<file path="src/dcf_pkg.sv">
// Constants, types and helpers for the dual-clock FIFO channel
package dcf_pkg;

	localparam int DATA_W = 9;
	localparam int ADDR_W = 8;
	localparam int PTR_W = ADDR_W + 1;
	localparam logic [PTR_W-1:0] DEPTH = 9'h100;
	localparam logic [ADDR_W-1:0] OFFSET_DEFAULT = 8'h07;
	localparam int SYNC_W = DATA_W + 6;

	// Register indices on the plain register port
	localparam int REG_AW = 4;
	localparam int REG_DW = 32;
	localparam logic [REG_AW-1:0] REG_FLAGS = 4'h0;
	localparam logic [REG_AW-1:0] REG_EMPTY_OFF = 4'h1;
	localparam logic [REG_AW-1:0] REG_FULL_OFF = 4'h2;
	localparam logic [REG_AW-1:0] REG_LEVEL = 4'h3;
	localparam logic [REG_AW-1:0] REG_IRQ_STATUS = 4'h4;
	localparam logic [REG_AW-1:0] REG_IRQ_MASK = 4'h5;

	// Interrupt event bit positions
	localparam int IRQ_W = 4;
	localparam int EV_FULL = 0;
	localparam int EV_EMPTY = 1;
	localparam int EV_WR_REFUSED = 2;
	localparam int EV_RD_REFUSED = 3;
	localparam logic [IRQ_W-1:0] IRQ_MASK_RESET = 4'h0;

	// Reset values of the pin synchronisers: channel held in reset, enables idle, second enable high
	localparam logic [SYNC_W-1:0] SYNC_RESET = 15'h003e;

	typedef enum logic {
		MODE_PROG = 1'b0,
		MODE_DUAL_WE = 1'b1
	} dcf_mode_t;

	function automatic logic [PTR_W-1:0] bin2gray(input logic [PTR_W-1:0] b);
		return b ^ (b >> 1);
	endfunction : bin2gray

	function automatic logic [PTR_W-1:0] gray2bin(input logic [PTR_W-1:0] g);
		logic [PTR_W-1:0] b;
		b[PTR_W-1] = g[PTR_W-1];
		for (int i = PTR_W - 2; i >= 0; i--) begin
			b[i] = b[i+1] ^ g[i];
		end
		return b;
	endfunction : gray2bin

endpackage : dcf_pkg

</file>
<file path="src/dcf_channel.sv">
// One FIFO channel: pin control, pointers, flags, registers and interrupt
//
// The implementer's own choices: the register offsets and the plain strobed port.
`timescale 1ns/1ps
module dcf_channel (
	input wire logic ref_clk_i,
	input wire logic rst_i,
	input wire logic channel_reset_n_i,
	input wire logic [dcf_pkg::DATA_W-1:0] write_data_in_i,
	input wire logic write_enable_first_n_i,
	input wire logic write_enable_second_or_offset_load_i,
	input wire logic read_enable_first_n_i,
	input wire logic read_enable_second_n_i,
	input wire logic output_drive_enable_n_i,
	output logic [dcf_pkg::DATA_W-1:0] read_data_out_o,
	output logic read_data_out_oe_o,
	output logic empty_flag_out_n_o,
	output logic full_flag_out_n_o,
	output logic almost_empty_flag_out_n_o,
	output logic almost_full_flag_out_n_o,
	input wire logic [dcf_pkg::REG_AW-1:0] reg_addr_i,
	input wire logic [dcf_pkg::REG_DW-1:0] reg_wdata_i,
	input wire logic reg_wr_i,
	input wire logic reg_rd_i,
	output logic [dcf_pkg::REG_DW-1:0] reg_rdata_o,
	output logic irq_o
);

	localparam int AW = dcf_pkg::ADDR_W;
	localparam int PW = dcf_pkg::PTR_W;
	localparam int DW = dcf_pkg::DATA_W;
	localparam int IW = dcf_pkg::IRQ_W;

	// Pin synchronisers; only the second stage is read
	logic [dcf_pkg::SYNC_W-1:0] pin_s1_reg;
	logic [dcf_pkg::SYNC_W-1:0] pin_s2_reg;
	wire logic [dcf_pkg::SYNC_W-1:0] pin_raw = {write_data_in_i, write_enable_first_n_i,
		write_enable_second_or_offset_load_i, read_enable_first_n_i, read_enable_second_n_i,
		output_drive_enable_n_i, channel_reset_n_i};

	always_ff @(posedge ref_clk_i or posedge rst_i) begin
		if (rst_i) begin
			pin_s1_reg <= dcf_pkg::SYNC_RESET;
			pin_s2_reg <= dcf_pkg::SYNC_RESET;
		end else begin
			pin_s1_reg <= pin_raw;
			pin_s2_reg <= pin_s1_reg;
		end
	end

	wire logic [DW-1:0] wdata_s = pin_s2_reg[dcf_pkg::SYNC_W-1:6];
	wire logic we1_n_s = pin_s2_reg[5];
	wire logic we2_s = pin_s2_reg[4];
	wire logic re1_n_s = pin_s2_reg[3];
	wire logic re2_n_s = pin_s2_reg[2];
	wire logic oe_n_s = pin_s2_reg[1];
	wire logic chan_rst = ~pin_s2_reg[0];

	// Configuration strap, caught while the channel reset is held
	dcf_pkg::dcf_mode_t mode_reg;
	dcf_pkg::dcf_mode_t mode_next;
	assign mode_next = we2_s ? dcf_pkg::MODE_DUAL_WE : dcf_pkg::MODE_PROG;

	always_ff @(posedge ref_clk_i or posedge rst_i) begin
		if (rst_i) begin
			mode_reg <= dcf_pkg::MODE_DUAL_WE;
		end else if (chan_rst) begin
			mode_reg <= mode_next;
		end
	end

	wire logic is_dual = (mode_reg == dcf_pkg::MODE_DUAL_WE);
	// In programmable mode the shared pin low means offsets are being accessed
	wire logic offset_load_control = ~is_dual & ~we2_s;
	wire logic wr_gate = is_dual ? we2_s : ~offset_load_control;

	// Pointers and their crossing copies
	logic [PW-1:0] wbin_reg;
	logic [PW-1:0] wgray_reg;
	logic [PW-1:0] rbin_reg;
	logic [PW-1:0] rgray_reg;
	logic [PW-1:0] wg_s1_reg;
	logic [PW-1:0] wg_s2_reg;
	logic [PW-1:0] rg_s1_reg;
	logic [PW-1:0] rg_s2_reg;
	logic ef_n_reg;
	logic ae_n_reg;
	logic ff_n_reg;
	logic af_n_reg;
	logic [AW-1:0] empty_off_reg;
	logic [AW-1:0] full_off_reg;

	wire logic wr_req = ~we1_n_s & wr_gate;
	wire logic wr_ok = wr_req & ff_n_reg & ~chan_rst;
	wire logic rd_req = ~re1_n_s & ~re2_n_s;
	wire logic rd_ok = rd_req & ef_n_reg & ~chan_rst;

	wire logic [PW-1:0] wbin_next = wbin_reg + PW'(wr_ok);
	wire logic [PW-1:0] rbin_next = rbin_reg + PW'(rd_ok);
	wire logic [PW-1:0] rbin_seen = dcf_pkg::gray2bin(rg_s2_reg);
	wire logic [PW-1:0] wbin_seen = dcf_pkg::gray2bin(wg_s2_reg);

	// Levels as each side sees them; the far pointer lags, so flags stay safe
	wire logic [PW-1:0] w_level_next = wbin_next - rbin_seen;
	wire logic [PW-1:0] r_level_next = wbin_seen - rbin_next;
	wire logic [PW-1:0] w_level = wbin_reg - rbin_seen;
	wire logic [PW-1:0] r_level = wbin_seen - rbin_reg;
	wire logic [PW-1:0] w_space_next = dcf_pkg::DEPTH - w_level_next;

	wire logic ff_n_next = (w_level_next != dcf_pkg::DEPTH);
	wire logic af_n_next = (w_space_next > {1'b0, full_off_reg});
	wire logic ef_n_next = (r_level_next != '0);
	wire logic ae_n_next = (r_level_next > {1'b0, empty_off_reg});

	always_ff @(posedge ref_clk_i or posedge rst_i) begin
		if (rst_i) begin
			wbin_reg <= '0;
			wgray_reg <= '0;
			ff_n_reg <= 1'b1;
			af_n_reg <= 1'b1;
		end else if (chan_rst) begin
			wbin_reg <= '0;
			wgray_reg <= '0;
			ff_n_reg <= 1'b1;
			af_n_reg <= 1'b1;
		end else begin
			wbin_reg <= wbin_next;
			wgray_reg <= dcf_pkg::bin2gray(wbin_next);
			ff_n_reg <= ff_n_next;
			af_n_reg <= af_n_next;
		end
	end

	always_ff @(posedge ref_clk_i or posedge rst_i) begin
		if (rst_i) begin
			rbin_reg <= '0;
			rgray_reg <= '0;
			ef_n_reg <= 1'b0;
			ae_n_reg <= 1'b0;
		end else if (chan_rst) begin
			rbin_reg <= '0;
			rgray_reg <= '0;
			ef_n_reg <= 1'b0;
			ae_n_reg <= 1'b0;
		end else begin
			rbin_reg <= rbin_next;
			rgray_reg <= dcf_pkg::bin2gray(rbin_next);
			ef_n_reg <= ef_n_next;
			ae_n_reg <= ae_n_next;
		end
	end

	// Two-flop crossing even with tied clocks, so split clocks drop in unchanged
	always_ff @(posedge ref_clk_i or posedge rst_i) begin
		if (rst_i) begin
			wg_s1_reg <= '0;
			wg_s2_reg <= '0;
			rg_s1_reg <= '0;
			rg_s2_reg <= '0;
		end else if (chan_rst) begin
			wg_s1_reg <= '0;
			wg_s2_reg <= '0;
			rg_s1_reg <= '0;
			rg_s2_reg <= '0;
		end else begin
			wg_s1_reg <= wgray_reg;
			wg_s2_reg <= wg_s1_reg;
			rg_s1_reg <= rgray_reg;
			rg_s2_reg <= rg_s1_reg;
		end
	end

	dcf_ram u_ram (
		.ref_clk_i(ref_clk_i),
		.rst_i(rst_i),
		.wr_en_i(wr_ok),
		.wr_addr_i(wbin_reg[AW-1:0]),
		.wr_data_i(wdata_s),
		.rd_en_i(rd_ok),
		.rd_addr_i(rbin_reg[AW-1:0]),
		.rd_data_o(read_data_out_o)
	);

	assign read_data_out_oe_o = ~oe_n_s;
	assign empty_flag_out_n_o = ef_n_reg;
	assign full_flag_out_n_o = ff_n_reg;
	assign almost_empty_flag_out_n_o = ae_n_reg;
	assign almost_full_flag_out_n_o = af_n_reg;

	// Register port
	wire logic wr_empty_off = reg_wr_i & (reg_addr_i == dcf_pkg::REG_EMPTY_OFF);
	wire logic wr_full_off = reg_wr_i & (reg_addr_i == dcf_pkg::REG_FULL_OFF);
	wire logic wr_irq_stat = reg_wr_i & (reg_addr_i == dcf_pkg::REG_IRQ_STATUS);
	wire logic wr_irq_mask = reg_wr_i & (reg_addr_i == dcf_pkg::REG_IRQ_MASK);
	// Offsets only load in programmable mode; dual mode keeps the defaults
	wire logic off_load_ok = ~is_dual & ~chan_rst;

	always_ff @(posedge ref_clk_i or posedge rst_i) begin
		if (rst_i) begin
			empty_off_reg <= dcf_pkg::OFFSET_DEFAULT;
			full_off_reg <= dcf_pkg::OFFSET_DEFAULT;
		end else if (chan_rst) begin
			empty_off_reg <= dcf_pkg::OFFSET_DEFAULT;
			full_off_reg <= dcf_pkg::OFFSET_DEFAULT;
		end else begin
			if (wr_empty_off && off_load_ok) begin
				empty_off_reg <= reg_wdata_i[AW-1:0];
			end
			if (wr_full_off && off_load_ok) begin
				full_off_reg <= reg_wdata_i[AW-1:0];
			end
		end
	end

	// Interrupt events; a new event wins over a write-one clear
	logic [IW-1:0] irq_stat_reg;
	logic [IW-1:0] irq_stat_next;
	logic [IW-1:0] irq_mask_reg;
	wire logic [IW-1:0] irq_event = {rd_req & ~ef_n_reg & ~chan_rst,
		wr_req & ~ff_n_reg & ~chan_rst,
		ef_n_reg & ~ef_n_next & ~chan_rst,
		ff_n_reg & ~ff_n_next & ~chan_rst};
	wire logic [IW-1:0] irq_clear = wr_irq_stat ? reg_wdata_i[IW-1:0] : '0;
	assign irq_stat_next = (irq_stat_reg & ~irq_clear) | irq_event;

	always_ff @(posedge ref_clk_i or posedge rst_i) begin
		if (rst_i) begin
			irq_stat_reg <= '0;
			irq_mask_reg <= dcf_pkg::IRQ_MASK_RESET;
		end else begin
			irq_stat_reg <= irq_stat_next;
			if (wr_irq_mask) begin
				irq_mask_reg <= reg_wdata_i[IW-1:0];
			end
		end
	end

	assign irq_o = |(irq_stat_reg & irq_mask_reg);

	logic [dcf_pkg::REG_DW-1:0] rd_mux;
	always_comb begin
		case (reg_addr_i)
			dcf_pkg::REG_FLAGS: rd_mux = {26'h0, offset_load_control, is_dual,
				af_n_reg, ae_n_reg, ff_n_reg, ef_n_reg};
			dcf_pkg::REG_EMPTY_OFF: rd_mux = {24'h0, empty_off_reg};
			dcf_pkg::REG_FULL_OFF: rd_mux = {24'h0, full_off_reg};
			dcf_pkg::REG_LEVEL: rd_mux = {23'h0, r_level};
			dcf_pkg::REG_IRQ_STATUS: rd_mux = {28'h0, irq_stat_reg};
			dcf_pkg::REG_IRQ_MASK: rd_mux = {28'h0, irq_mask_reg};
			default: rd_mux = '0;
		endcase
	end

	// Read data stand only in the cycle after the strobe
	always_ff @(posedge ref_clk_i or posedge rst_i) begin
		if (rst_i) begin
			reg_rdata_o <= '0;
		end else begin
			reg_rdata_o <= reg_rd_i ? rd_mux : '0;
		end
	end
endmodule : dcf_channel

</file>
<file path="src/dcf_ram.sv">
// Storage array of the FIFO channel with registered read data
`timescale 1ns/1ps
module dcf_ram (
	input wire logic ref_clk_i,
	input wire logic rst_i,
	input wire logic wr_en_i,
	input wire logic [dcf_pkg::ADDR_W-1:0] wr_addr_i,
	input wire logic [dcf_pkg::DATA_W-1:0] wr_data_i,
	input wire logic rd_en_i,
	input wire logic [dcf_pkg::ADDR_W-1:0] rd_addr_i,
	output logic [dcf_pkg::DATA_W-1:0] rd_data_o
);

	logic [dcf_pkg::DATA_W-1:0] mem [0:(1 << dcf_pkg::ADDR_W)-1];

	// Array itself has no reset so it maps onto block memory
	always_ff @(posedge ref_clk_i) begin
		if (wr_en_i) begin
			mem[wr_addr_i] <= wr_data_i;
		end
	end

	// Word held until the next accepted read
	always_ff @(posedge ref_clk_i or posedge rst_i) begin
		if (rst_i) begin
			rd_data_o <= '0;
		end else if (rd_en_i) begin
			rd_data_o <= mem[rd_addr_i];
		end
	end

endmodule : dcf_ram

</file>
<file path="config.mk">
export PLATFORM = sky130hd
export DESIGN_NAME = dcf_channel
export DESIGN_NICKNAME = d
export VERILOG_FILES = /design/src/dcf_pkg.sv /design/src/dcf_channel.sv /design/src/dcf_ram.sv
export SDC_FILE = /design/constraint.sdc
export NUM_CORES = 2
export LEC_CHECK = 0
export BUFFER_PORTS_ARGS = -buffer_cell sky130_fd_sc_hd__buf_2
export CAP_MARGIN = 20
export CORE_MARGIN = 4
export CORE_UTILIZATION = 52
export CTS_CLUSTER_DIAMETER = 120
export CTS_CLUSTER_SIZE = 16
export DETAILED_ROUTE_END_ITERATION = 8
export PLACE_DENSITY_LB_ADDON = 0.1
export SLEW_MARGIN = 15
export SYNTH_ARGS = -nofsm -noshare
export SYNTH_HDL_FRONTEND = slang
export SYNTH_HIERARCHICAL = 1
export SYNTH_SLANG_ARGS = --single-unit
</file>
<file path="constraint.sdc">
create_clock -name ref_clk_i -period 5.85 [get_ports ref_clk_i]
set_input_delay 0.2925 -clock ref_clk_i [delete_from_list [all_inputs] [get_ports ref_clk_i]]
set_output_delay 0.2925 -clock ref_clk_i [all_outputs]
set_load 0.01 [all_outputs]
</file>
==> results.py <==
metrics = {
    "critical_path": {
        "cp-start-kind": "flop",
        "critPathCapture": "irq_stat_reg[1]$_DFF_PP0_",
        "reg2reg_slack_ns": 0.55,
        "worst-path-max-fanout": 3,
        "r2r_start": "wg_s2_reg[8]$_DFF_PP0_",
        "crit_type": "flop to flop",
        "rr_worst_depth": 18,
        "cp_data_arrival_time_ns": 6.06,
        "rr_endpoint": "irq_stat_reg[1]$_DFF_PP0_",
        "end_kind": "flop",
        "required_ns": 6.61,
        "cp-startpoint": "wg_s2_reg[8]$_DFF_PP0_",
    },
    "yosys": {
        "synthCells": 5054,
        "synth_seq_cells": 2451,
        "synth_edf_count": 2304,
        "netlist-cell-type-count": 91,
        "syn_avg_cell_area_um2": 19.24,
        "synth.area.top_cells": "edfxtp_1, mux4_2, mux2i_1",
        "synth_top_flop_cell": "edfxtp_1",
        "netlist.area_leader.share": 0.7114,
        "netlist_area_um2": 97250,
        "yosys_warnings": 6,
        "yosysSeqAreaShare": 0.7495,
        "synth_top_area_cell": "edfxtp_1",
        "async_flop_share": 0.05998,
    },
    "detailed_routing": {
        "drtIter0Drc": 6070,
        "wl_per_cell_um": 33.09,
        "dr.pass1.iters": 8,
        "drt_wl_total_mm": 255.9,
        "drt-vias-per-instance": 6.410,
        "ant_nets": 0,
        "num_vias": 49578,
        "route.detailed.drc": 0,
    },
    "worst_hold_path": {
        "min_path_cells": 2,
        "hold_start": "write_data_in_i[4]",
        "hold_class": "input pin to flop",
    },
    "die": {
        "num_io_pins": 102,
        "die_x_um": 440.5,
        "core_area_um2": 185600,
        "start_util": 0.5239,
        "die_h_um": 440.5,
        "rows": 158,
        "dieArea_um2": 194000,
    },
    "pwr": {
        "p_leak_nw": 32.30,
        "irDropWorstVdd_uv": 271.6,
        "power_density_nw_per_um2": 301.8,
    },
    "cts": {
        "cts.path.max_buffers": 3,
        "cts_tree": "yes",
        "clk_pin_slew_ns": 0.08,
        "hold_buffers": 31,
        "clk_latency_ns": 0.83,
        "cts_root_buffer": "clkbuf_16",
        "post-cts-setup-buffers": 0,
        "cts_buffers": 171,
        "post_cts_resized": 0,
        "numClockSinks": 2451,
        "cts-htree-levels": 4,
    },
    "layout": {
        "drive_gt1_frac": 0.1600,
        "regArea_um2": 72940,
        "multi_input_area_um2": 22160,
        "final_nets": 5282,
        "area_delta_synth_final_pct": 8.215,
        "fillCellCount": 13948,
        "largest_register_ffs": 2304,
    },
    "sta": {
        "hold_viol": 0,
        "worst_hold_slack_ns": 0.1058,
        "fin_skew_ns": 0.02618,
        "rsz0062_at_grt": "false",
        "slew_violations": 0,
        "worst_slew_pin_slew_ns": 1.299,
        "max_freq_mhz": 188.8,
        "tns_ns": 0,
        "relSlewSlack": 0.1114,
        "post-route-period-util": 0.9053,
        "layout_min_cycle_time_ns": 5.296,
        "setup_viol": 0,
    },
    "placement": {
        "dpl.hpwl_mm": 159.9,
        "gp_congestion": 0.8813,
        "port_buffers": 54,
    },
    "global_route": {
        "grt_pass1_wl_mm": 366.3,
        "grt_util_all_layers": 0.2653,
        "overflow": 0,
        "antenna_found_initial": 12,
        "grt_start_max_net_pins": 197,
        "grt_pass1_vias": 48748,
    },
    "flow_run": {
        "cap_violations": 0,
    },
    "status": {
        "status": "completed",
    },
}
[placed cells by master, fill, tap and decap left out, types with 16 or more instances in the layout]
| cell type | count |
|---|---|
| clkbuf_1 | 56 |
| buf_4 | 127 |
| nor2_1 | 355 |
| a31oi_1 | 16 |
| a211oi_1 | 55 |
| clkbuf_16 | 173 |
| dlygate4sd3_1 | 31 |
| dfstp_2 | 19 |
| inv_1 | 55 |
| conb_1 | 23 |
| nand3_1 | 62 |
| nor3_1 | 46 |
| edfxtp_1 | 2304 |
| mux2i_1 | 364 |
| buf_12 | 21 |
| a22oi_1 | 104 |
| dfrtp_1 | 115 |
| a21oi_1 | 68 |
| xnor2_1 | 43 |
| nand2_1 | 148 |
| and2_1 | 44 |
| xor2_1 | 26 |
| o221ai_1 | 49 |
| buf_2 | 54 |
| ha_1 | 45 |
| o22ai_1 | 138 |
| nand4_1 | 21 |
| mux4_2 | 360 |
| mux4_1 | 56 |
| o21ai_0 | 40 |
| nor2b_1 | 17 |
[how the worst min path moves through the flow]
stage | endpoint | slack (ns)
floorplan | u_ram/rd_data_o[0]$_DFFE_PP0P_ | 0.12
CTS | pin_s1_reg[6]$_DFF_PP0_ | 0.04
global route | pin_s1_reg[4]$_DFF_PP1_ | 0.07
global placement | pin_s2_reg[10]$_DFF_PP0_ | 0.34
detailed placement | pin_s2_reg[0]$_DFF_PP0_ | 0.34
finish | pin_s1_reg[10]$_DFF_PP0_ | 0.11
[metal layers]
layer / GRT usage / up-vias / share of wire
met3: 0.04350 / 384 / 0.080
met1: 0.3914 / 26604 / 0.42
met4: 0.08536 / 0 / 0.035
li1: - / 20576 / -
met5: 0 / - / 0
met2: 0.4102 / 2014 / 0.47
[critical path, stage by stage (launching register included)]
cell and delay (ns):
dfrtp_1 0.41, xor2_1 0.31, xnor2_1 0.20, xor2_1 0.25, xor2_1 0.27, xor2_1 0.28, xor2_1 0.25, xor2_1 0.33
xor2_1 0.26, ha_1 0.19, inv_1 0.06, fa_1 0.40, a21o_1 0.18, a21oi_1 0.23, xnor2_1 0.12, or4b_2 0.63
or4_1 0.41, nor3_1 0.25, a32o_1 0.21
[synthesized netlist by cell type (43+ instances only)]
cell      count
nand2_1     150
edfxtp_1   2304
o22ai_1     138
mux4_1       56
and2_1       45
dfrtp_1     128
a22oi_1     104
buf_6        45
nand3_1      63
mux4_2      360
xnor2_1      43
a211oi_1     55
nor2_1      361
buf_2        52
ha_1         45
clkbuf_1    124
a21oi_1      68
mux2i_1     364
inv_1        56
nor3_1       48
o221ai_1     49
[logic make-up (layout without fill, tap and decap cells)]
family | Yosys count | after routing | synth area share
AO/OA/AOI/OAI | 561 | 561 | 0.04040
multiplexers | 790 | 790 | 0.1371
XOR/XNOR | 75 | 75 | 0.007359
buffers and inverters | 366 | 541 | 0.02417
other | 1 | 27 | 0.00003856
adder cells (fa/ha/maj) | 48 | 48 | 0.006407
AND/OR/NAND/NOR | 762 | 762 | 0.03502
flip-flops | 2451 | 2451 | 0.7495
[stage by stage]
step                total power, mW  std cells    util  setup slack [ns]  cell area (µm²)
floorplan                     20.56       5076       -             1.172            97330
global placement              20.87       7433  0.5383            0.6175            99920
detailed placement            20.89       7442  0.5387            0.5696            99990
CTS                           32.01       7718  0.5661            0.4929           105100
global route                  32.77       7733  0.5669            0.1198           105200
finish                        31.76       7735  0.5669            0.5541           105200
[final cells by class]
| type | count | area share |
|---|---|---|
| Sequential cell | 2451 | 0.6930 |
| Multi-Input combinational cell | 2259 | 0.2106 |
| Clock buffer | 229 | 0.04313 |
| Tap cell | 2480 | 0.02948 |
| Timing Repair Buffer | 236 | 0.01906 |
| Clock inverter | 16 | 0.002390 |
| Inverter | 60 | 0.002211 |
| Antenna cell | 4 | 0.00009511 |
[report_power, final]
part / total [mW] / internal [mW] / switching, mW
sequential: 19.4 / 19.2 / 0.137
combinational: 1.14 / 0.443 / 0.701
clock: 11.3 / 5.51 / 5.74
total: 31.8 / 25.2 / 6.58
(Power assumes the default switching activity.)
